### config.mk
export PLATFORM = sky130hd
export DESIGN_NAME = esp_echo_stop_manager
export DESIGN_NICKNAME = d
export VERILOG_FILES = /design/src/esp_echo_stop_manager.v /design/src/esp_clock_divider.v
export VERILOG_INCLUDE_DIRS = /design/src /design/src/src
export SDC_FILE = /design/constraint.sdc
export NUM_CORES = 1
export LEC_CHECK = 0
export BUFFER_PORTS_ARGS = -buffer_cell sky130_fd_sc_hd__buf_4
export CORE_ASPECT_RATIO = 1.1
export CORE_UTILIZATION = 45
export CTS_BUF_LIST = sky130_fd_sc_hd__clkbuf_8
export CTS_CLUSTER_DIAMETER = 30
export DETAILED_ROUTE_END_ITERATION = 6
export PLACE_DENSITY = 0.76
export REMOVE_ABC_BUFFERS = 1
export SLEW_MARGIN = 20
export SYNTH_ARGS = -nofsm -noshare
export SYNTH_HDL_FRONTEND = slang
export SYNTH_SLANG_ARGS = --single-unit
export TNS_END_PERCENT = 20
### constraint.sdc
create_clock -name core_clk -period 3.43 [get_ports core_clk]
set_input_delay 0.343 -clock core_clk [delete_from_list [all_inputs] [get_ports core_clk]]
set_output_delay 0.343 -clock core_clk [all_outputs]
set_load 0.03 [all_outputs]
### src/esp_defines.vh
`ifndef ESP_DEFINES_VH
`define ESP_DEFINES_VH

// ==========================================================
// register byte offsets
`define ESP_ADDR_CTRL        4'h0
`define ESP_ADDR_EVENT_CFG   4'h4
`define ESP_ADDR_STATUS      4'h8

// ==========================================================
// control register fields
`define ESP_CTRL_GAIN_LSB    0
`define ESP_CTRL_GAIN_MSB    2
`define ESP_CTRL_BYPASS      3
`define ESP_CTRL_THLD_LSB    4
`define ESP_CTRL_THLD_MSB    6
`define ESP_CTRL_MIDRAIL     7
`define ESP_CTRL_RTD         8
`define ESP_CTRL_TCLK        9
`define ESP_CTRL_RXMODE      10
`define ESP_CTRL_WIDTH       11
`define ESP_CTRL_RESET       11'h000

// ==========================================================
// event configuration fields
`define ESP_CFG_LIMIT_LSB    0
`define ESP_CFG_LIMIT_MSB    2
`define ESP_CFG_OCD_LSB      4
`define ESP_CFG_OCD_MSB      5
`define ESP_CFG_DIV_LSB      8
`define ESP_CFG_DIV_MSB      10
`define ESP_CFG_WIDTH        11
`define ESP_CFG_RESET        11'h001

// ==========================================================
// timing
`define ESP_CLK_PERIOD_NS    20
`define ESP_OCD_BASE_NS      1280
`define ESP_OCD_BASE_CYCLES  (`ESP_OCD_BASE_NS / `ESP_CLK_PERIOD_NS)
`define ESP_TEMP_FIXED_DIV   8

`endif

### src/esp_echo_stop_manager.v
// Our own choices: the register offsets and register access over Avalon-MM.
`timescale 1ns/1ps
`include "esp_defines.vh"

module esp_echo_stop_manager (
  // clock and reset
  input  wire        core_clk,
  input  wire        rst_b,
  // avalon-mm slave
  input  wire [3:0]  avs_address,
  input  wire        avs_read,
  input  wire        avs_write,
  input  wire [31:0] avs_writedata,
  input  wire [3:0]  avs_byteenable,
  output reg  [31:0] avs_readdata,
  output wire        avs_waitrequest,
  // receive cycle control
  input  wire        rxCycleStart,
  // comparator pins
  input  wire        thresholdComp,
  input  wire        zeroCrossComp,
  // stop output
  output reg         stopPulse,
  // analog front end settings
  output reg  [2:0]  ampGainStepCode,
  output reg         ampBypass,
  output reg         ampPowerDown,
  output reg  [2:0]  echoThresholdCode,
  output reg         midrailBufferEnable,
  output reg         rtdTypeSelect,
  output reg         offsetCancelActive,
  // divided clocks
  output wire        burstClk,
  output wire        tempClk
);

  // ==========================================================
  // event manager states
  localparam [1:0] ST_IDLE   = 2'b00;
  localparam [1:0] ST_CANCEL = 2'b01;
  localparam [1:0] ST_LISTEN = 2'b10;
  localparam [1:0] ST_DONE   = 2'b11;

  // ==========================================================
  // declarations
  reg  [`ESP_CTRL_WIDTH-1:0] ctrl_reg;
  reg  [`ESP_CFG_WIDTH-1:0]  cfg_reg;
  reg                        ack_reg;
  reg  [1:0]                 state_reg;
  reg  [1:0]                 state_next;
  reg  [2:0]                 issued_reg;
  reg  [2:0]                 issued_next;
  reg                        qualified_reg;
  reg                        qualified_next;
  reg  [9:0]                 cancelCount_reg;
  reg  [9:0]                 cancelCount_next;
  reg                        stop_next;
  reg  [1:0]                 thrSync_reg;
  reg  [1:0]                 zcSync_reg;
  reg                        zcDelay_reg;
  reg  [31:0]                readValue;
  wire                       zcRise;
  wire                       limitReached;
  wire [2:0]                 stopLimit;
  wire [1:0]                 cancelCode;
  wire [31:0]                laneMask;
  wire                       access;
  wire                       wrStrobe;
  wire                       rdStrobe;
  wire [2:0]                 issuedPlusOne;

  // ==========================================================
  // helper functions
  function [31:0] lane_mask;
    input [3:0] be;
    begin
      lane_mask = {{8{be[3]}}, {8{be[2]}}, {8{be[1]}}, {8{be[0]}}};
    end
  endfunction

  function [9:0] cancel_cycles;
    input [1:0] code;
    integer     full;
    reg   [9:0] base;
    begin
      full          = `ESP_OCD_BASE_CYCLES;
      base          = full[9:0];
      cancel_cycles = base << code;
    end
  endfunction

  function [`ESP_CTRL_WIDTH-1:0] merge_ctrl;
    input [`ESP_CTRL_WIDTH-1:0] old;
    input [31:0]                data;
    input [31:0]                mask;
    begin
      merge_ctrl = (old & ~mask[`ESP_CTRL_WIDTH-1:0])
                 | (data[`ESP_CTRL_WIDTH-1:0] & mask[`ESP_CTRL_WIDTH-1:0]);
    end
  endfunction

  function [`ESP_CFG_WIDTH-1:0] merge_cfg;
    input [`ESP_CFG_WIDTH-1:0] old;
    input [31:0]               data;
    input [31:0]               mask;
    begin
      merge_cfg = (old & ~mask[`ESP_CFG_WIDTH-1:0])
                | (data[`ESP_CFG_WIDTH-1:0] & mask[`ESP_CFG_WIDTH-1:0]);
    end
  endfunction

  function at_limit;
    input [2:0] count;
    input [2:0] limit;
    begin
      at_limit = (count >= limit);
    end
  endfunction

  function [1:0] listen_or_done;
    input [2:0] limit;
    begin
      listen_or_done = (limit == 3'h0) ? ST_DONE : ST_LISTEN;
    end
  endfunction

  function [31:0] status_word;
    input [2:0] issued;
    input       qualified;
    input       cancelling;
    input       atLimit;
    input       thrLevel;
    input       zcLevel;
    input [1:0] state;
    begin
      status_word      = 32'h0000_0000;
      status_word[2:0] = issued;
      status_word[3]   = qualified;
      status_word[4]   = cancelling;
      status_word[5]   = atLimit;
      status_word[6]   = thrLevel;
      status_word[7]   = zcLevel;
      status_word[9:8] = state;
    end
  endfunction

  // ==========================================================
  // bus slave: one wait cycle, answer on second edge
  assign access          = avs_read | avs_write;
  assign avs_waitrequest = access & ~ack_reg;
  assign laneMask        = lane_mask(avs_byteenable);
  // requests act only in their wait cycle
  assign wrStrobe        = avs_write & ~ack_reg;
  assign rdStrobe        = avs_read & ~ack_reg;

  always @(posedge core_clk or negedge rst_b) begin
    if (!rst_b) begin
      ack_reg <= 1'b0;
    end else begin
      ack_reg <= access & ~ack_reg;
    end
  end

  always @* begin
    readValue = 32'h0000_0000;
    if (avs_address == `ESP_ADDR_CTRL) begin
      readValue[`ESP_CTRL_WIDTH-1:0] = ctrl_reg;
    end else if (avs_address == `ESP_ADDR_EVENT_CFG) begin
      readValue[`ESP_CFG_WIDTH-1:0] = cfg_reg;
    end else if (avs_address == `ESP_ADDR_STATUS) begin
      readValue = status_word(issued_reg, qualified_reg, offsetCancelActive, limitReached,
                              thrSync_reg[1], zcSync_reg[1], state_reg);
    end
  end

  always @(posedge core_clk or negedge rst_b) begin
    if (!rst_b) begin
      avs_readdata <= 32'h0000_0000;
    end else if (rdStrobe) begin
      avs_readdata <= readValue;
    end
  end

  // ==========================================================
  // configuration registers
  always @(posedge core_clk or negedge rst_b) begin
    if (!rst_b) begin
      ctrl_reg <= `ESP_CTRL_RESET;
      cfg_reg  <= `ESP_CFG_RESET;
    end else if (wrStrobe) begin
      // status and unmapped writes fall through
      if (avs_address == `ESP_ADDR_CTRL) begin
        ctrl_reg <= merge_ctrl(ctrl_reg, avs_writedata, laneMask);
      end else if (avs_address == `ESP_ADDR_EVENT_CFG) begin
        cfg_reg <= merge_cfg(cfg_reg, avs_writedata, laneMask);
      end
    end
  end

  // ==========================================================
  // front end setting outputs
  always @(posedge core_clk or negedge rst_b) begin
    if (!rst_b) begin
      ampGainStepCode     <= 3'h0;
      ampBypass           <= 1'b0;
      ampPowerDown        <= 1'b0;
      echoThresholdCode   <= 3'h0;
      midrailBufferEnable <= 1'b1;
      rtdTypeSelect       <= 1'b0;
    end else begin
      // gain in dB is three times the code
      ampGainStepCode     <= ctrl_reg[`ESP_CTRL_GAIN_MSB:`ESP_CTRL_GAIN_LSB];
      ampBypass           <= ctrl_reg[`ESP_CTRL_BYPASS];
      ampPowerDown        <= ctrl_reg[`ESP_CTRL_BYPASS];
      echoThresholdCode   <= ctrl_reg[`ESP_CTRL_THLD_MSB:`ESP_CTRL_THLD_LSB];
      midrailBufferEnable <= ~ctrl_reg[`ESP_CTRL_MIDRAIL];
      rtdTypeSelect       <= ctrl_reg[`ESP_CTRL_RTD];
    end
  end

  // ==========================================================
  // comparator synchronisers
  always @(posedge core_clk or negedge rst_b) begin
    if (!rst_b) begin
      thrSync_reg <= 2'b00;
      zcSync_reg  <= 2'b00;
      zcDelay_reg <= 1'b0;
    end else begin
      thrSync_reg <= {thrSync_reg[0], thresholdComp};
      // hysteresis is in the comparator; only its rising edge counts
      zcSync_reg  <= {zcSync_reg[0], zeroCrossComp};
      zcDelay_reg <= zcSync_reg[1];
    end
  end

  assign zcRise       = zcSync_reg[1] & ~zcDelay_reg;
  assign stopLimit    = cfg_reg[`ESP_CFG_LIMIT_MSB:`ESP_CFG_LIMIT_LSB];
  assign cancelCode   = cfg_reg[`ESP_CFG_OCD_MSB:`ESP_CFG_OCD_LSB];
  assign limitReached = at_limit(issued_reg, stopLimit);
  assign issuedPlusOne = issued_reg + 3'h1;

  // ==========================================================
  // event manager
  always @* begin
    state_next       = state_reg;
    issued_next      = issued_reg;
    qualified_next   = qualified_reg;
    cancelCount_next = cancelCount_reg;
    stop_next        = 1'b0;
    if (rxCycleStart) begin
      // restart wipes count and qualification
      state_next       = ST_CANCEL;
      issued_next      = 3'h0;
      qualified_next   = 1'b0;
      cancelCount_next = cancel_cycles(cancelCode);
    end else begin
      case (state_reg)
        ST_IDLE: begin
          qualified_next = 1'b0;
        end
        ST_CANCEL: begin
          // zero-crosses are dropped here
          qualified_next = 1'b0;
          if (cancelCount_reg <= 10'h001) begin
            cancelCount_next = 10'h000;
            // a zero limit skips listening
            state_next       = listen_or_done(stopLimit);
          end else begin
            cancelCount_next = cancelCount_reg - 10'h001;
          end
        end
        ST_LISTEN: begin
          if (zcRise && qualified_reg && !limitReached) begin
            stop_next   = 1'b1;
            issued_next = issuedPlusOne;
            // multiple echo mode needs a new crossing per pulse
            if (ctrl_reg[`ESP_CTRL_RXMODE]) begin
              qualified_next = 1'b0;
            end
            if (at_limit(issuedPlusOne, stopLimit)) begin
              state_next = ST_DONE;
            end
          end else if (thrSync_reg[1]) begin
            qualified_next = 1'b1;
          end
        end
        ST_DONE: begin
          // further zero-crosses ignored until restart
          qualified_next = 1'b0;
        end
        default: begin
          state_next = ST_IDLE;
        end
      endcase
    end
  end

  always @(posedge core_clk or negedge rst_b) begin
    if (!rst_b) begin
      state_reg          <= ST_IDLE;
      issued_reg         <= 3'h0;
      qualified_reg      <= 1'b0;
      cancelCount_reg    <= 10'h000;
      stopPulse          <= 1'b0;
      offsetCancelActive <= 1'b0;
    end else begin
      state_reg          <= state_next;
      issued_reg         <= issued_next;
      qualified_reg      <= qualified_next;
      cancelCount_reg    <= cancelCount_next;
      stopPulse          <= stop_next;
      offsetCancelActive <= (state_next == ST_CANCEL);
    end
  end

  // ==========================================================
  // burst and temperature clocks
  esp_clock_divider u_divider (
    .core_clk     (core_clk),
    .rst_b        (rst_b),
    .burstDivCode (cfg_reg[`ESP_CFG_DIV_MSB:`ESP_CFG_DIV_LSB]),
    .tempClkSel   (ctrl_reg[`ESP_CTRL_TCLK]),
    .burstClk     (burstClk),
    .tempClk      (tempClk)
  );

endmodule // esp_echo_stop_manager

### src/esp_clock_divider.v
`timescale 1ns/1ps
`include "esp_defines.vh"

module esp_clock_divider (
  // clock and reset
  input  wire       core_clk,
  input  wire       rst_b,
  // settings
  input  wire [2:0] burstDivCode,
  input  wire       tempClkSel,
  // divided clocks
  output reg        burstClk,
  output reg        tempClk
);

  reg [7:0] divCount_reg;
  wire      burstNext;
  wire      fixedNext;

  // ==========================================================
  // free running prescaler
  always @(posedge core_clk or negedge rst_b) begin
    if (!rst_b) begin
      divCount_reg <= 8'h00;
    end else begin
      divCount_reg <= divCount_reg + 8'h01;
    end
  end

  // bit n toggles with period 2^(n+1) input clocks
  assign burstNext = divCount_reg[burstDivCode];
  assign fixedNext = divCount_reg[$clog2(`ESP_TEMP_FIXED_DIV) - 1];

  // ==========================================================
  // registered outputs
  always @(posedge core_clk or negedge rst_b) begin
    if (!rst_b) begin
      burstClk <= 1'b0;
      tempClk  <= 1'b0;
    end else begin
      burstClk <= burstNext;
      tempClk  <= tempClkSel ? burstNext : fixedNext;
    end
  end

endmodule // esp_clock_divider

Word level (Yosys, flattened, before mapping)

Index checks and enable logic that the tools add are counted.
W data, S select, Z words.

Output and inout port bits: 47
Bits of input ports: 47
Word-level logic and storage cells: 93
Bits in registers: 97

Eq/ne operators: 8
Bitwise gates (word level): 15
Magnitude comparators: 4
$add $sub $neg: 3
Shift-type cells: 1
Reduce and logical (&&, ||, !) cells: 14
Muxes and demuxes: 27

Operator list:

| cell                    | count |
|---|---|
| $mux W10                | 4 |
| $and A11 B11 Y11        | 3 |
| $mux W11                | 2 |
| $or A11 B11 Y11         | 2 |
| $mux W21                | 1 |
| $not A11 Y11            | 1 |
| $le A10 B1 Y1 const B   | 1 |
| $mux W1                 | 10 |
| $shl A7 B2 Y10 const A  | 1 |
| $sub A10 B1 Y10 const B | 1 |
| $mux W3                 | 3 |
| $add A8 B1 Y8 const B   | 1 |
| $mux W2                 | 4 |
| $ne A4 B4 Y1 const B    | 2 |
| $ge A3 B3 Y1            | 2 |
| $reduce_and A2 Y1       | 3 |
| $reduce_bool A2 Y1      | 3 |
| $and A1 B1 Y1           | 4 |
| $eq A2 B1 Y1 const B    | 2 |
| $eq A2 B2 Y1 const B    | 2 |
| $eq A4 B3 Y1 const B    | 1 |
| $eq A4 B4 Y1 const B    | 1 |
| $logic_not A4 Y1        | 1 |
| $lt A3 B4 Y1 const B    | 1 |
| 12 further kinds        | 16 |

Depth between registers and ports, before layout

Gate-level depths: netlist (run 1).

Depth in word-level cells: 8
Mapped depth: 8
Gate-level depth less buffers: 7

By module

Synthesis (run 1) repeated with hierarchy kept, for this count alone.

Cells, all modules: 324
Area, all modules: 3,627.2 um^2

By module, submodules not included:

| module                | instances | seq. area each (um^2) | cells each | area an instance (um^2) |
|---|---|---|---|---|
| esp_echo_stop_manager | 1         | 1,654.1               | 291        | 3,188.1 |
| esp_clock_divider     | 1         | 250.2                 | 33         | 439.2 |

Worst setup path before layout (run 1)

Ideal clock, no wire load.

Path kind: register to register
From: reg cancelCount_reg[0]
To: reg offsetCancelActive
Data required time: 3,302 ps
Library setup time: 128 ps
Path buffers: 1
Cell stages (with the launch flop): 9
Arrival time: 1,748 ps
Period minus slack after synthesis: 1,875 ps
Slack: 1,555 ps
Cells stage by stage: dfrtp_1 > inv_1 > ha_1 > or2_1 > and3_1 > buf_4 > a221o_1 > a21oi_2 > a211oi_2

Cells in the longest elaborated chain, start to end: 5

Ends and longest elaborated chain:

| item                   | line                        | text |
|---|---|---|
| start, declared        | esp_echo_stop_manager.v:55  | `reg [9:0] cancelCount_reg;` |
| start signal, assigned | esp_echo_stop_manager.v:310 | `cancelCount_reg <= cancelCount_next;` |
| $le A10 B1 Y1          | esp_echo_stop_manager.v:264 | `if (cancelCount_reg <= 10'h001) begin` |
| $mux W2                | esp_echo_stop_manager.v:264 |  |
| $pmux W2 S2            | esp_echo_stop_manager.v:257 | `case (state_reg)` |
| $mux W2                | esp_echo_stop_manager.v:250 | `if (rxCycleStart) begin` |
| $eq A2 B1 Y1           | esp_echo_stop_manager.v:312 | `offsetCancelActive <= (state_next == ST_CANCEL);` |
| end signal, assigned   | esp_echo_stop_manager.v:312 |  |
| end, declared          | esp_echo_stop_manager.v:31  | `output reg offsetCancelActive,` |

No other way between the ends.
A chain may end at the register's enable or synchronous reset.

Final worst setup path (run 1)

Ends and elaborated chain as after synthesis.

==> results of run 1 <==
-- how the worst max path moves through the flow --
| stage | from | endpoint | slack, ns |
|---|---|---|---|
| 2_1_floorplan | avs_address[1] | flop | 1.10 |
| 3_3_place_gp | avs_address[1] | flop | 1.38 |
| 3_5_place_dp | cancelCount_reg[0] | offsetCancelActive | 1.38 |
| 4_1_cts | cancelCount_reg[0] | offsetCancelActive | 1.35 |
| 5_1_grt | cancelCount_reg[0] | offsetCancelActive | 1.23 |
| 6_report | cancelCount_reg[0] | offsetCancelActive | 1.34 |
-- cell type report --
cell class	count	area (um2)	share of cell area, %
repair buffers	50	375.4	8.844
clock inverters	5	58.81	1.386
well taps	108	135.1	3.184
clock buffers	11	151.4	3.567
flip-flops and latches	76	1904	44.87
inverters	16	60.06	1.415
multi-input cells	222	1559	36.73
-- per-layer routing --
layer	vias up	GRT usage (%)	wire, um
li1	1211	-	-
met1	1223	21.31	2942
met2	52	31.46	3593
met3	16	3.568	207
met4	0	9.426	174
met5	-	0	0
-- placed cells by master, fill, tap and decap left out, drive strengths merged, types with 5 or more instances in the layout --
| cell | n |
|---|---|
| clkbuf | 11 |
| inv | 17 |
| nor2 | 13 |
| a22o | 9 |
| o21ai | 32 |
| mux2 | 20 |
| a21oi | 17 |
| dfrtp | 74 |
| ha | 13 |
| and3 | 6 |
| xnor2 | 6 |
| conb | 21 |
| nor3 | 5 |
| nand2b | 8 |
| nand2 | 19 |
| buf | 50 |
| nor4 | 9 |
-- power by group through the flow --
stage	sequential, mW	clock (mW)	combinational [mW]
CTS	1.18	0.718	0.729
floorplan	1.24	0	0.451
global route	1.20	0.754	0.808
finish	1.18	0.707	0.726
global placement	1.18	0	0.701
detailed placement	1.19	0	0.726
-- cell families after synthesis --
group / share of synthesized area, %
fa+ha+maj: 4.458
other cells: 0.1028
flops: 52.19
buf+inv: 7.305
mux: 8.231
xor+xnor: 2.161
simple gates: 12.86
compound gates: 12.69
-- worst max-delay path: stages (launching register included) --
cell and delay [ns]:
dfrtp_1 0.43, inv_1 0.11, ha_1 0.28, or2_1 0.28, and3_1 0.27, a221o_1 0.37
a21oi_2 0.16, a211oi_2 0.07
==> insert_results.sql, run 1 <==
INSERT INTO impl_metrics (metric_group, metric, value, unit) VALUES
('run_status', 'status', 'complete, but fails checks', ''),
('run_status', 'violations', 'design-rule violations', ''),
('critical_path', 'crit_path_end_kind', 'flop', ''),
('synthesis', 'synth.cells.most_frequent', '74 x dfrtp_1, 23 x buf_4, 19 x nand2_1', ''),
('die', 'core-area', '0.007870', 'mm2'),
('die', 'die-height', '96.44', 'um'),
('grt', 'vias_in_the_first_global_route', '2453', ''),
('sta', 'worst_pin_slew', '0.9427', 'ns'),
('sta', 'finalMaxSlewViolations', '0', ''),
('power_and_ir_drop', 'clk_network_pwr_share', '27.1', '%'),
('cells_and_area', 'final_nets', '435', ''),
('clock_tree', 'cts_sinks', '76', ''),
('power_and_ir_drop', 'seq_power_share', '45.1', '%'),
('place', 'dp_slack', '1.382', 'ns'),
('die', 'initial_core_util', '46.36', '%'),
('die', 'pin_count', '94', ''),
('place', 'placed_cell_area', '0.004034', 'mm2'),
('sta', 'worst_hold_slack', '0.09691', 'ns'),
('min_path', 'holdPathStages', '1', ''),
('grt', 'grt-ovfl-total', '0', ''),
('synthesis', 'syn_avg_cell_area', '11.23', 'um2'),
('die', 'die_w', '87.85', 'um'),
('synthesis', 'yosysSeqAreaShare', '52.19', '%'),
('die', 'floorplan.die_area', '0.008472', 'mm2'),
('synthesis', 'syn-cell-area', '0.003648', 'mm2'),
('sta', 'setup_slack', '1.341', 'ns'),
('clock_tree', 'post_cts_buffers', '0', ''),
('power_and_ir_drop', 'pwr_cell_area', '614.6', 'mW/mm2'),
('cells_and_area', 'num-fill-cells', '666', ''),
('synthesis', 'synth_top_area_share', '50.75', '%'),
('cells_and_area', 'finalInstanceArea', '0.004244', 'mm2'),
('routing', 'drt_iter0_markers', '111', ''),
('synthesis', 'ys_dominant_reg_cell', 'dfrtp_1', ''),
('power_and_ir_drop', 'vdd_ir_drop_max', '216.5', 'uV'),
('routing', 'first_pass_iters', '7', ''),
('cells_and_area', 'antenna_diode_count', '0', ''),
('clock_tree', 'cts-buffers-inserted', '9', ''),
('routing', 'remaining_drc_errors', '1', ''),
('place', 'routabilityCongestion', '0.8295', ''),
('routing', 'detail-route-antenna-nets', '0', ''),
('min_path', 'worstHoldStart', 'thresholdComp', ''),
('grt', 'grt_use_total', '18.14', '%'),
('sta', 'finalHoldViolCount', '0', ''),
('clock_tree', 'path_clk_slew', '0.08', 'ns'),
('place', 'port_buffers', '49', ''),
('synthesis', 'yosys.cell_count.top_type', 'dfrtp_1', ''),
('critical_path', 'worstPathRequired', '3.66', 'ns'),
('clock_tree', 'clock-root-buffer', 'clkbuf_8', ''),
('cells_and_area', 'layout.cells.non_filler', '488', ''),
('sta', 'fmaxAchievable', '0.4788', 'GHz'),
('critical_path', 'critical_path.reg2reg.endpoint', 'offsetCancelActive', ''),
('clock_tree', 'cts_max_level', '3', ''),
('grt', 'grt_start_max_net_pins', '77', ''),
('routing', 'wl_per_cell', '14.18', 'um'),
('cells_and_area', 'layout-drive-gt1-share', '23.68', '%'),
('sta', 'finalSetupTns', '0', 'ns'),
('clock_tree', 'cts_tree', 'yes', ''),
('synthesis', 'synthesis.instances', '325', ''),
('min_path', 'hold_end', 'thrSync_reg[0]', ''),
('routing', 'avgViaCountPerCell', '5.127', ''),
('power_and_ir_drop', 'power.net_switching', '891.6', 'uW'),
('cells_and_area', 'final_core_util', '53.93', '%'),
('cells_and_area', 'area_overhead_of_the_layout_relative_to_synthesis', '16.32', '%'),
('synthesis', 'synth_edf_count', '0', ''),
('sta', 'fin_skew', '0.007148', 'ns'),
('synthesis', 'ys_warn_count', '0', ''),
('critical_path', 'critical_path.startpoint_type', 'flop', ''),
('critical_path', 'r2r_cells', '7', ''),
('clock_tree', 'clk_latency', '0.35', 'ns'),
('routing', 'total_number_of_vias', '2502', ''),
('power_and_ir_drop', 'power_switching_share', '34.18', '%');
(Power assumes the default switching activity.)
==> run 2: changes to the inputs <==
PLACE_DENSITY = 0.78   (was 0.76)
clock period = 1.8 ns   (was 3.43 ns; I/O delays follow)
==> run 2 against run 1 <==
The run still ends with design-rule violations left. Final area is 9.3% higher. Via count is 7.9% higher. Fmax is 16% higher. Worst hold slack worse by 0.053 ns. Clock power is 110% higher. Critical path depth is 2 lower. Die area stayed put. Sequential share of layout area is 3.8 points lower. First-iteration DRC count is 83% higher. Clock-buffer cell count stayed put.
==> insert_results.sql, run 2 (synthesis gave the netlist of run 1 again) <==
INSERT INTO impl_metrics (metric_group, metric, value, unit) VALUES
('sta', 'finalMaxSlewViolations', '0', ''),
('power_and_ir_drop', 'seq_power_share', '40.9', '%'),
('critical_path', 'worstPathRequired', '2.03', 'ns'),
('place', 'routabilityCongestion', '0.8173', ''),
('clock_tree', 'clock-root-buffer', 'clkbuf_8', ''),
('power_and_ir_drop', 'pwr_cell_area', '1182', 'mW/mm2'),
('routing', 'remaining_drc_errors', '1', ''),
('grt', 'grt_use_total', '19.23', '%'),
('place', 'port_buffers', '49', ''),
('clock_tree', 'clk_latency', '0.35', 'ns'),
('power_and_ir_drop', 'vdd_ir_drop_max', '421.5', 'uV'),
('critical_path', 'crit_path_end_kind', 'flop', ''),
('grt', 'grt-ovfl-total', '0', ''),
('clock_tree', 'cts-buffers-inserted', '9', ''),
('cells_and_area', 'final_core_util', '58.92', '%'),
('sta', 'fmaxAchievable', '0.5575', 'GHz'),
('critical_path', 'cp.buffers_inverters', '0', ''),
('clock_tree', 'clock_path_buffers', '2', ''),
('critical_path', 'critical_path.startpoint_type', 'flop', ''),
('power_and_ir_drop', 'clk_network_pwr_share', '26.6', '%'),
('grt', 'vias_in_the_first_global_route', '2610', ''),
('routing', 'totalWireLength', '7980', 'um'),
('critical_path', 'biggest_cell_delay_along_the_critical_path', '0.45', 'ns'),
('critical_path', 'cp_max_fo', '5', ''),
('power_and_ir_drop', 'power.share.combinational', '32.5', '%'),
('power_and_ir_drop', 'intPower', '3.658', 'mW'),
('die', 'floorplan.die_area', '0.008472', 'mm2'),
('routing', 'drt_iter0_markers', '203', ''),
('routing', 'avgViaCountPerCell', '5.212', ''),
('sta', 'final.period_utilization', '99.65', '%'),
('clock_tree', 'path_clk_slew', '0.08', 'ns'),
('critical_path', 'library_cell_contributing_the_largest_single_delay_on_the_critical_path', 'dfrtp_1', ''),
('clock_tree', 'cts_tree', 'yes', ''),
('run_status', 'status', 'complete, but fails checks', ''),
('clock_tree', 'cts_max_level', '3', ''),
('cells_and_area', 'layout-drive-gt1-share', '32.93', '%'),
('grt', 'antenna_found_initial', '0', ''),
('run_status', 'violations', 'design-rule violations', ''),
('place', 'dp_slack', '-0.04219', 'ns'),
('critical_path', 'timing_worst_setup_path_type', 'reg2reg', ''),
('die', 'initial_core_util', '46.36', '%'),
('cells_and_area', 'layout_commonest_cell', 'buf_4', ''),
('power_and_ir_drop', 'leakage', '2.210', 'nW'),
('sta', 'fin_skew', '0.01356', 'ns'),
('sta', 'fin_crit', '1.794', 'ns'),
('sta', 'finalSetupViolations', '0', ''),
('critical_path', 'worst_path_dominant_cell_family', 'compound AO/OA/AOI/OAI gates', ''),
('power_and_ir_drop', 'power.net_switching', '1.821', 'mW'),
('cells_and_area', 'final_nets', '465', ''),
('sta', 'setup_slack', '0.006351', 'ns'),
('critical_path', 'cp_cell_sequence', 'nor4_2 > a31oi_2 > a221o_1 > a21oi_2 > a211oi_2', ''),
('cells_and_area', 'area_overhead_of_the_layout_relative_to_synthesis', '27.09', '%'),
('die', 'core-area', '0.007870', 'mm2'),
('die', 'pin_count', '94', ''),
('grt', 'grt_pass1_wl', '12250', 'um'),
('routing', 'first_pass_iters', '6', ''),
('routing', 'wl_per_cell', '15.41', 'um'),
('place', 'dpl.hpwl', '5421', 'um'),
('power_and_ir_drop', 'power_switching_share', '33.24', '%'),
('clock_tree', 'cts_sinks', '76', ''),
('critical_path', 'timing.critical_path.arrival', '2.02', 'ns'),
('job', 'max_cap_check_violation_count', '0', ''),
('sta', 'finalHoldViolCount', '0', ''),
('grt', 'grt_start_max_net_pins', '45', ''),
('min_path', 'hold_path.class', 'in2reg', ''),
('die', 'die-height', '96.44', 'um'),
('cells_and_area', 'num-fill-cells', '627', ''),
('sta', 'finalSetupTns', '0', 'ns'),
('routing', 'total_number_of_vias', '2700', ''),
('die', 'placementRows', '34', ''),
('cells_and_area', 'final_cell_mix', '74 x buf_4, 73 x dfrtp_1, 21 x conb_1', ''),
('cells_and_area', 'antenna_diode_count', '0', ''),
('routing', 'detail-route-antenna-nets', '0', ''),
('sta', 'grt_setup_unrepaired', 'yes', ''),
('die', 'die_w', '87.85', 'um');
==> run 2: final timing paths <==
path                                     from  cells after the start  slack, ns             endpoint
max in group asynchronous               rst_b                      3       0.85  midrailBufferEnable
min reg2reg                    thrSync_reg[0]                      0       0.36       thrSync_reg[1]
min                          avs_writedata[4]                      3       0.04                 flop
max                        cancelCount_reg[7]                      5      0.006   offsetCancelActive
min in group asynchronous               rst_b                      2       0.31   cancelCount_reg[7]
max reg2reg                cancelCount_reg[7]                      5      0.006   offsetCancelActive
==> run 2: routing by layer <==
metal | global-route usage [%] | share of wire [%]
met1 | 22.41 | 39
met2 | 33.66 | 54
met3 | 4.503 | 3.9
met4 | 8.607 | 3.1
met5 | 0 | 0
==> run 2: stage by stage <==
step                      hold slack [ns]  cells  power, mW  area, um2
after floorplan                   -0.1156    314      3.221       3517
final                             0.04369    518      5.479       4637
after global placement             0.1517    496      3.784       4239
after CTS                         0.03858    516      5.331       4513
after detailed placement           0.1561    496      3.869       4239
after global routing              0.04921    518      5.769       4637
==> run 2: repair_timing <==
| action | in CTS | in global routing |
|---|---|---|
| hold buffers | 3 | 0 |
| setup endpoints to repair | 5 | 10 |
| endpoints found under the hold margin | 34 | 0 |
| pin swaps | 0 | 10 |
| gates resized for setup | 2 | 27 |
| setup buffers | 1 | 2 |
==> run 2: final cells by class <==
| cell class | count | area, um2 | area share, % |
|---|---|---|---|
| repair buffers | 80 | 636.9 | 13.73 |
| flip-flops and latches | 76 | 1906 | 41.10 |
| clock inverters | 5 | 76.32 | 1.646 |
| inverters | 16 | 60.06 | 1.295 |
| well taps | 108 | 135.1 | 2.914 |
| clock buffers | 11 | 151.4 | 3.265 |
| multi-input cells | 222 | 1672 | 36.05 |
==> run 2: power by group through the flow <==
stage / sequential, mW / clock (mW) / combinational (mW)
after global routing: 2.28 / 1.55 / 1.94
after floorplan: 2.36 / 0 / 0.859
after CTS: 2.23 / 1.47 / 1.63
after global placement: 2.24 / 0 / 1.55
after detailed placement: 2.26 / 0 / 1.61
final: 2.24 / 1.46 / 1.78
==> run 2: worst register-to-register path, stage by stage, from the launching register on <==
cell	delay [ns]
dfrtp_1	0.45
nor4_2	0.41
a31oi_2	0.17
a221o_1	0.42
a21oi_2	0.16
a211oi_2	0.06
==> run 3: changes to the inputs <==
PLACE_DENSITY = 0.76   (was 0.78)
SYNTH_HIERARCHICAL = 1   (was not set)
clock period = 2.1 ns   (was 1.8 ns; I/O delays follow)
==> run 3 against run 2 <==
The run now ends clean. Clock skew down 0.0076 ns. Cell count fell by 4.6%. Non-clock buffer count down 19. Fmax down 9.4%. Final area down 7.0%. Worst setup slack improved by 0.11 ns. Largest cell class unchanged.
==> insert_results.sql, run 3 <==
INSERT INTO impl_metrics (metric_group, metric, value, unit) VALUES
('job', 'max_cap_check_violation_count', '0', ''),
('power_and_ir_drop', 'vdd_ir_drop_max', '391.4', 'uV'),
('synthesis', 'synth_top_area_cell', 'dfrtp_1', ''),
('clock_tree', 'clk_latency', '0.34', 'ns'),
('die', 'die_w', '87.60', 'um'),
('cells_and_area', 'area_overhead_of_the_layout_relative_to_synthesis', '18.87', '%'),
('die', 'initial_core_util', '47.49', '%'),
('routing', 'totalWireLength', '6792', 'um'),
('clock_tree', 'cts-buffers-inserted', '9', ''),
('sta', 'fmaxAchievable', '0.5054', 'GHz'),
('cells_and_area', 'antenna_diode_count', '0', ''),
('min_path', 'hold_path.class', 'in2reg', ''),
('synthesis', 'ys_warn_count', '6', ''),
('die', 'placementRows', '33', ''),
('critical_path', 'critical_path.startpoint_type', 'flop', ''),
('cells_and_area', 'final_core_util', '56.45', '%'),
('grt', 'antenna_found_initial', '0', ''),
('synthesis', 'synth_edf_count', '0', ''),
('power_and_ir_drop', 'seq_power_share', '44.3', '%'),
('cells_and_area', 'multi_input_area', '0.001555', 'mm2'),
('sta', 'finalHoldViolCount', '0', ''),
('die', 'core-area', '0.007639', 'mm2'),
('routing', 'total_number_of_vias', '2464', ''),
('sta', 'fin_skew', '0.005968', 'ns'),
('routing', 'avgViaCountPerCell', '4.988', ''),
('die', 'floorplan.die_area', '0.008424', 'mm2'),
('place', 'routabilityCongestion', '0.8176', ''),
('cells_and_area', 'layout-drive-gt1-share', '27.25', '%'),
('synthesis', 'postSynthRegisterBits', '76', ''),
('grt', 'vias_in_the_first_global_route', '2460', ''),
('routing', 'first_pass_iters', '4', ''),
('grt', 'grt_use_total', '17.44', '%'),
('synthesis', 'post_synth_num_cell_types', '47', ''),
('place', 'placed_cell_area', '0.004085', 'mm2'),
('routing', 'detail-route-antenna-nets', '0', ''),
('synthesis', 'ys_dominant_reg_cell', 'dfrtp_1', ''),
('cells_and_area', 'finalInstanceArea', '0.004312', 'mm2'),
('power_and_ir_drop', 'intPower', '2.813', 'mW'),
('clock_tree', 'cts_max_level', '3', ''),
('cells_and_area', 'final_cell_mix', '74 x dfrtp_1, 57 x buf_4, 31 x o21ai_0', ''),
('grt', 'grt_start_max_net_pins', '48', ''),
('sta', 'slew_headroom', '59.83', '%'),
('sta', 'setup_slack', '0.1213', 'ns'),
('sta', 'finalMaxSlewViolations', '0', ''),
('clock_tree', 'post_cts_buffers', '0', ''),
('cells_and_area', 'num-fill-cells', '635', ''),
('routing', 'wl_per_cell', '13.75', 'um'),
('synthesis', 'syn_avg_cell_area', '11.20', 'um2'),
('grt', 'grt_pass1_wl', '11230', 'um'),
('synthesis', 'synthesis.instances', '324', ''),
('routing', 'drt_iter0_markers', '161', ''),
('power_and_ir_drop', 'clk_network_pwr_share', '25.4', '%'),
('sta', 'finalSetupViolations', '0', ''),
('sta', 'final.period_utilization', '94.22', '%'),
('synthesis', 'ys_async_sr_fraction', '100.0', '%'),
('run_status', 'status', 'finished, final reports clean', ''),
('place', 'port_buffers', '49', ''),
('cells_and_area', 'layout_commonest_cell', 'dfrtp_1', ''),
('sta', 'worst_pin_slew', '0.6025', 'ns'),
('synthesis', 'yosys.cell_count.top_type', 'dfrtp_1', ''),
('sta', 'worst_hold_slack', '0.09180', 'ns'),
('cells_and_area', 'layout.cells.non_filler', '494', ''),
('critical_path', 'worstPathRequired', '2.32', 'ns'),
('synthesis', 'synth.cells.most_frequent', '74 x dfrtp_1, 31 x o21ai_0, 25 x nand2_1', ''),
('die', 'pin_count', '94', ''),
('clock_tree', 'clock_path_buffers', '2', ''),
('power_and_ir_drop', 'power_switching_share', '33.68', '%'),
('power_and_ir_drop', 'power.share.combinational', '30.4', '%'),
('power_and_ir_drop', 'power.net_switching', '1.429', 'mW'),
('place', 'dpl.hpwl', '5026', 'um'),
('grt', 'grt-ovfl-total', '0', ''),
('synthesis', 'netlist_top_cells_area', 'dfrtp_1 51%, mux2_2 5.9%, buf_4 4.6%, ha_1 4.5%, o21ai_0 4.3%', ''),
('critical_path', 'library_cell_contributing_the_largest_single_delay_on_the_critical_path', 'or4_4', ''),
('critical_path', 'timing_worst_setup_path_type', 'reg2reg', ''),
('routing', 'remaining_drc_errors', '0', ''),
('critical_path', 'cp_cell_sequence', 'or4_4 > nor4_4 > nor3_1 > a2111oi_4 > nor3_2', ''),
('clock_tree', 'path_clk_slew', '0.08', 'ns'),
('critical_path', 'worst_path_dominant_cell_family', 'simple AND/OR/NAND/NOR gates', ''),
('synthesis', 'synth_top_area_share', '51.05', '%'),
('critical_path', 'cp.buffers_inverters', '0', ''),
('cells_and_area', 'final_nets', '445', ''),
('clock_tree', 'clock-root-buffer', 'clkbuf_8', ''),
('die', 'die-height', '96.16', 'um'),
('clock_tree', 'cts_sinks', '76', ''),
('place', 'dp_slack', '0.1198', 'ns'),
('sta', 'fin_crit', '1.979', 'ns'),
('cells_and_area', 'sequential_cell_area', '0.001904', 'mm2'),
('clock_tree', 'cts_tree', 'yes', ''),
('sta', 'grt_setup_unrepaired', 'no', ''),
('synthesis', 'syn-cell-area', '0.003627', 'mm2'),
('place', 'place.detailed.instances', '476', ''),
('critical_path', 'crit_path_end_kind', 'flop', ''),
('power_and_ir_drop', 'leakage', '2.102', 'nW'),
('critical_path', 'biggest_cell_delay_along_the_critical_path', '0.57', 'ns'),
('power_and_ir_drop', 'pwr_cell_area', '983.7', 'mW/mm2'),
('synthesis', 'yosysSeqAreaShare', '52.50', '%'),
('critical_path', 'cp_max_fo', '6', ''),
('critical_path', 'timing.critical_path.arrival', '2.19', 'ns');
[run 3: cell types whose count changed after synthesis, moves of 6 or more]
| cell | previous run | this run |
|---|---|---|
| mux2i_1 | 3 | 9 |
| mux2_2 | 9 | 19 |
| o21ai_0 | 16 | 31 |
| a21oi_1 | 16 | 7 |
| nand2_1 | 19 | 25 |
| o21ai_1 | 16 | 0 |
| mux2_1 | 11 | 0 |
| nor2_1 | 12 | 18 |
[run 3: repair_timing]
item,CTS,global route
endpoints found under the setup margin,0,2
endpoints found under the hold margin,45,0
resized for setup,0,1
hold buffers,3,0
[run 3: cells by family (layout without fill, tap and decap cells)]
group,count (synthesis),count (layout),synth area share (%)
simple gates,88,88,13.18
flops,76,76,52.50
compound gates,60,60,10.80
buf+inv,45,90,7.037
mux,29,29,9.003
fa+ha+maj,13,13,4.484
xor+xnor,12,12,2.898
other cells,1,21,0.1034
[run 3: layer usage]
layer / track usage, % / routed length (um) / share of wire [%] / vias up
li1: - / - / - / 1209
met1: 22.12 / 3037 / 45 / 1193
met2: 28.65 / 3432 / 51 / 54
met3: 3.859 / 223 / 3.3 / 8
met4: 7.650 / 98 / 1.4 / 0
met5: 0 / 0 / 0 / -
[run 3: worst paths after layout]
check,startpoint,endpoint,slack (ns),cells after the start
max,cancelCount_reg[2],offsetCancelActive,0.12,5
min,avs_writedata[1],flop,0.09,3
max reg2reg,cancelCount_reg[2],offsetCancelActive,0.12,5
min reg2reg,thrSync_reg[0],thrSync_reg[1],0.35,0
max in group asynchronous,rst_b,avs_readdata[2],1.12,3
min in group asynchronous,rst_b,cancelCount_reg[5],0.41,2
[run 3: area by class of cell]
| cell class | instances | area share [%] |
|---|---|---|
| Sequential cell | 76 | 44.17 |
| Multi-Input combinational cell | 223 | 36.07 |
| Timing Repair Buffer | 61 | 11.09 |
| Clock buffer | 10 | 3.192 |
| Tap cell | 105 | 3.047 |
| Clock inverter | 5 | 1.219 |
| Inverter | 14 | 1.219 |
[run 3: worst register-to-register path, cell delays in order (launching register included)]
cell and delay, ns:
dfrtp_1 0.44, or4_4 0.57, nor4_4 0.26, nor3_1 0.13, a2111oi_4 0.37, nor3_2 0.09
[run 3: power groups by stage]
| stage | combinational (mW) | sequential [mW] | clock (mW) |
|---|---|---|---|
| after floorplan | 0.799 | 1.99 | 0 |
| after global placement | 1.25 | 1.89 | 0 |
| after detailed placement | 1.28 | 1.91 | 0 |
| after CTS | 1.29 | 1.88 | 1.10 |
| after global routing | 1.43 | 1.91 | 1.16 |
| final | 1.29 | 1.88 | 1.08 |
[run 3: stage by stage]
step,power [mW],setup TNS (ns)
finish,4.242,0
global route,4.500,0
CTS,4.273,0
detailed placement,3.188,0
global placement,3.139,0
floorplan,2.787,-0.5552
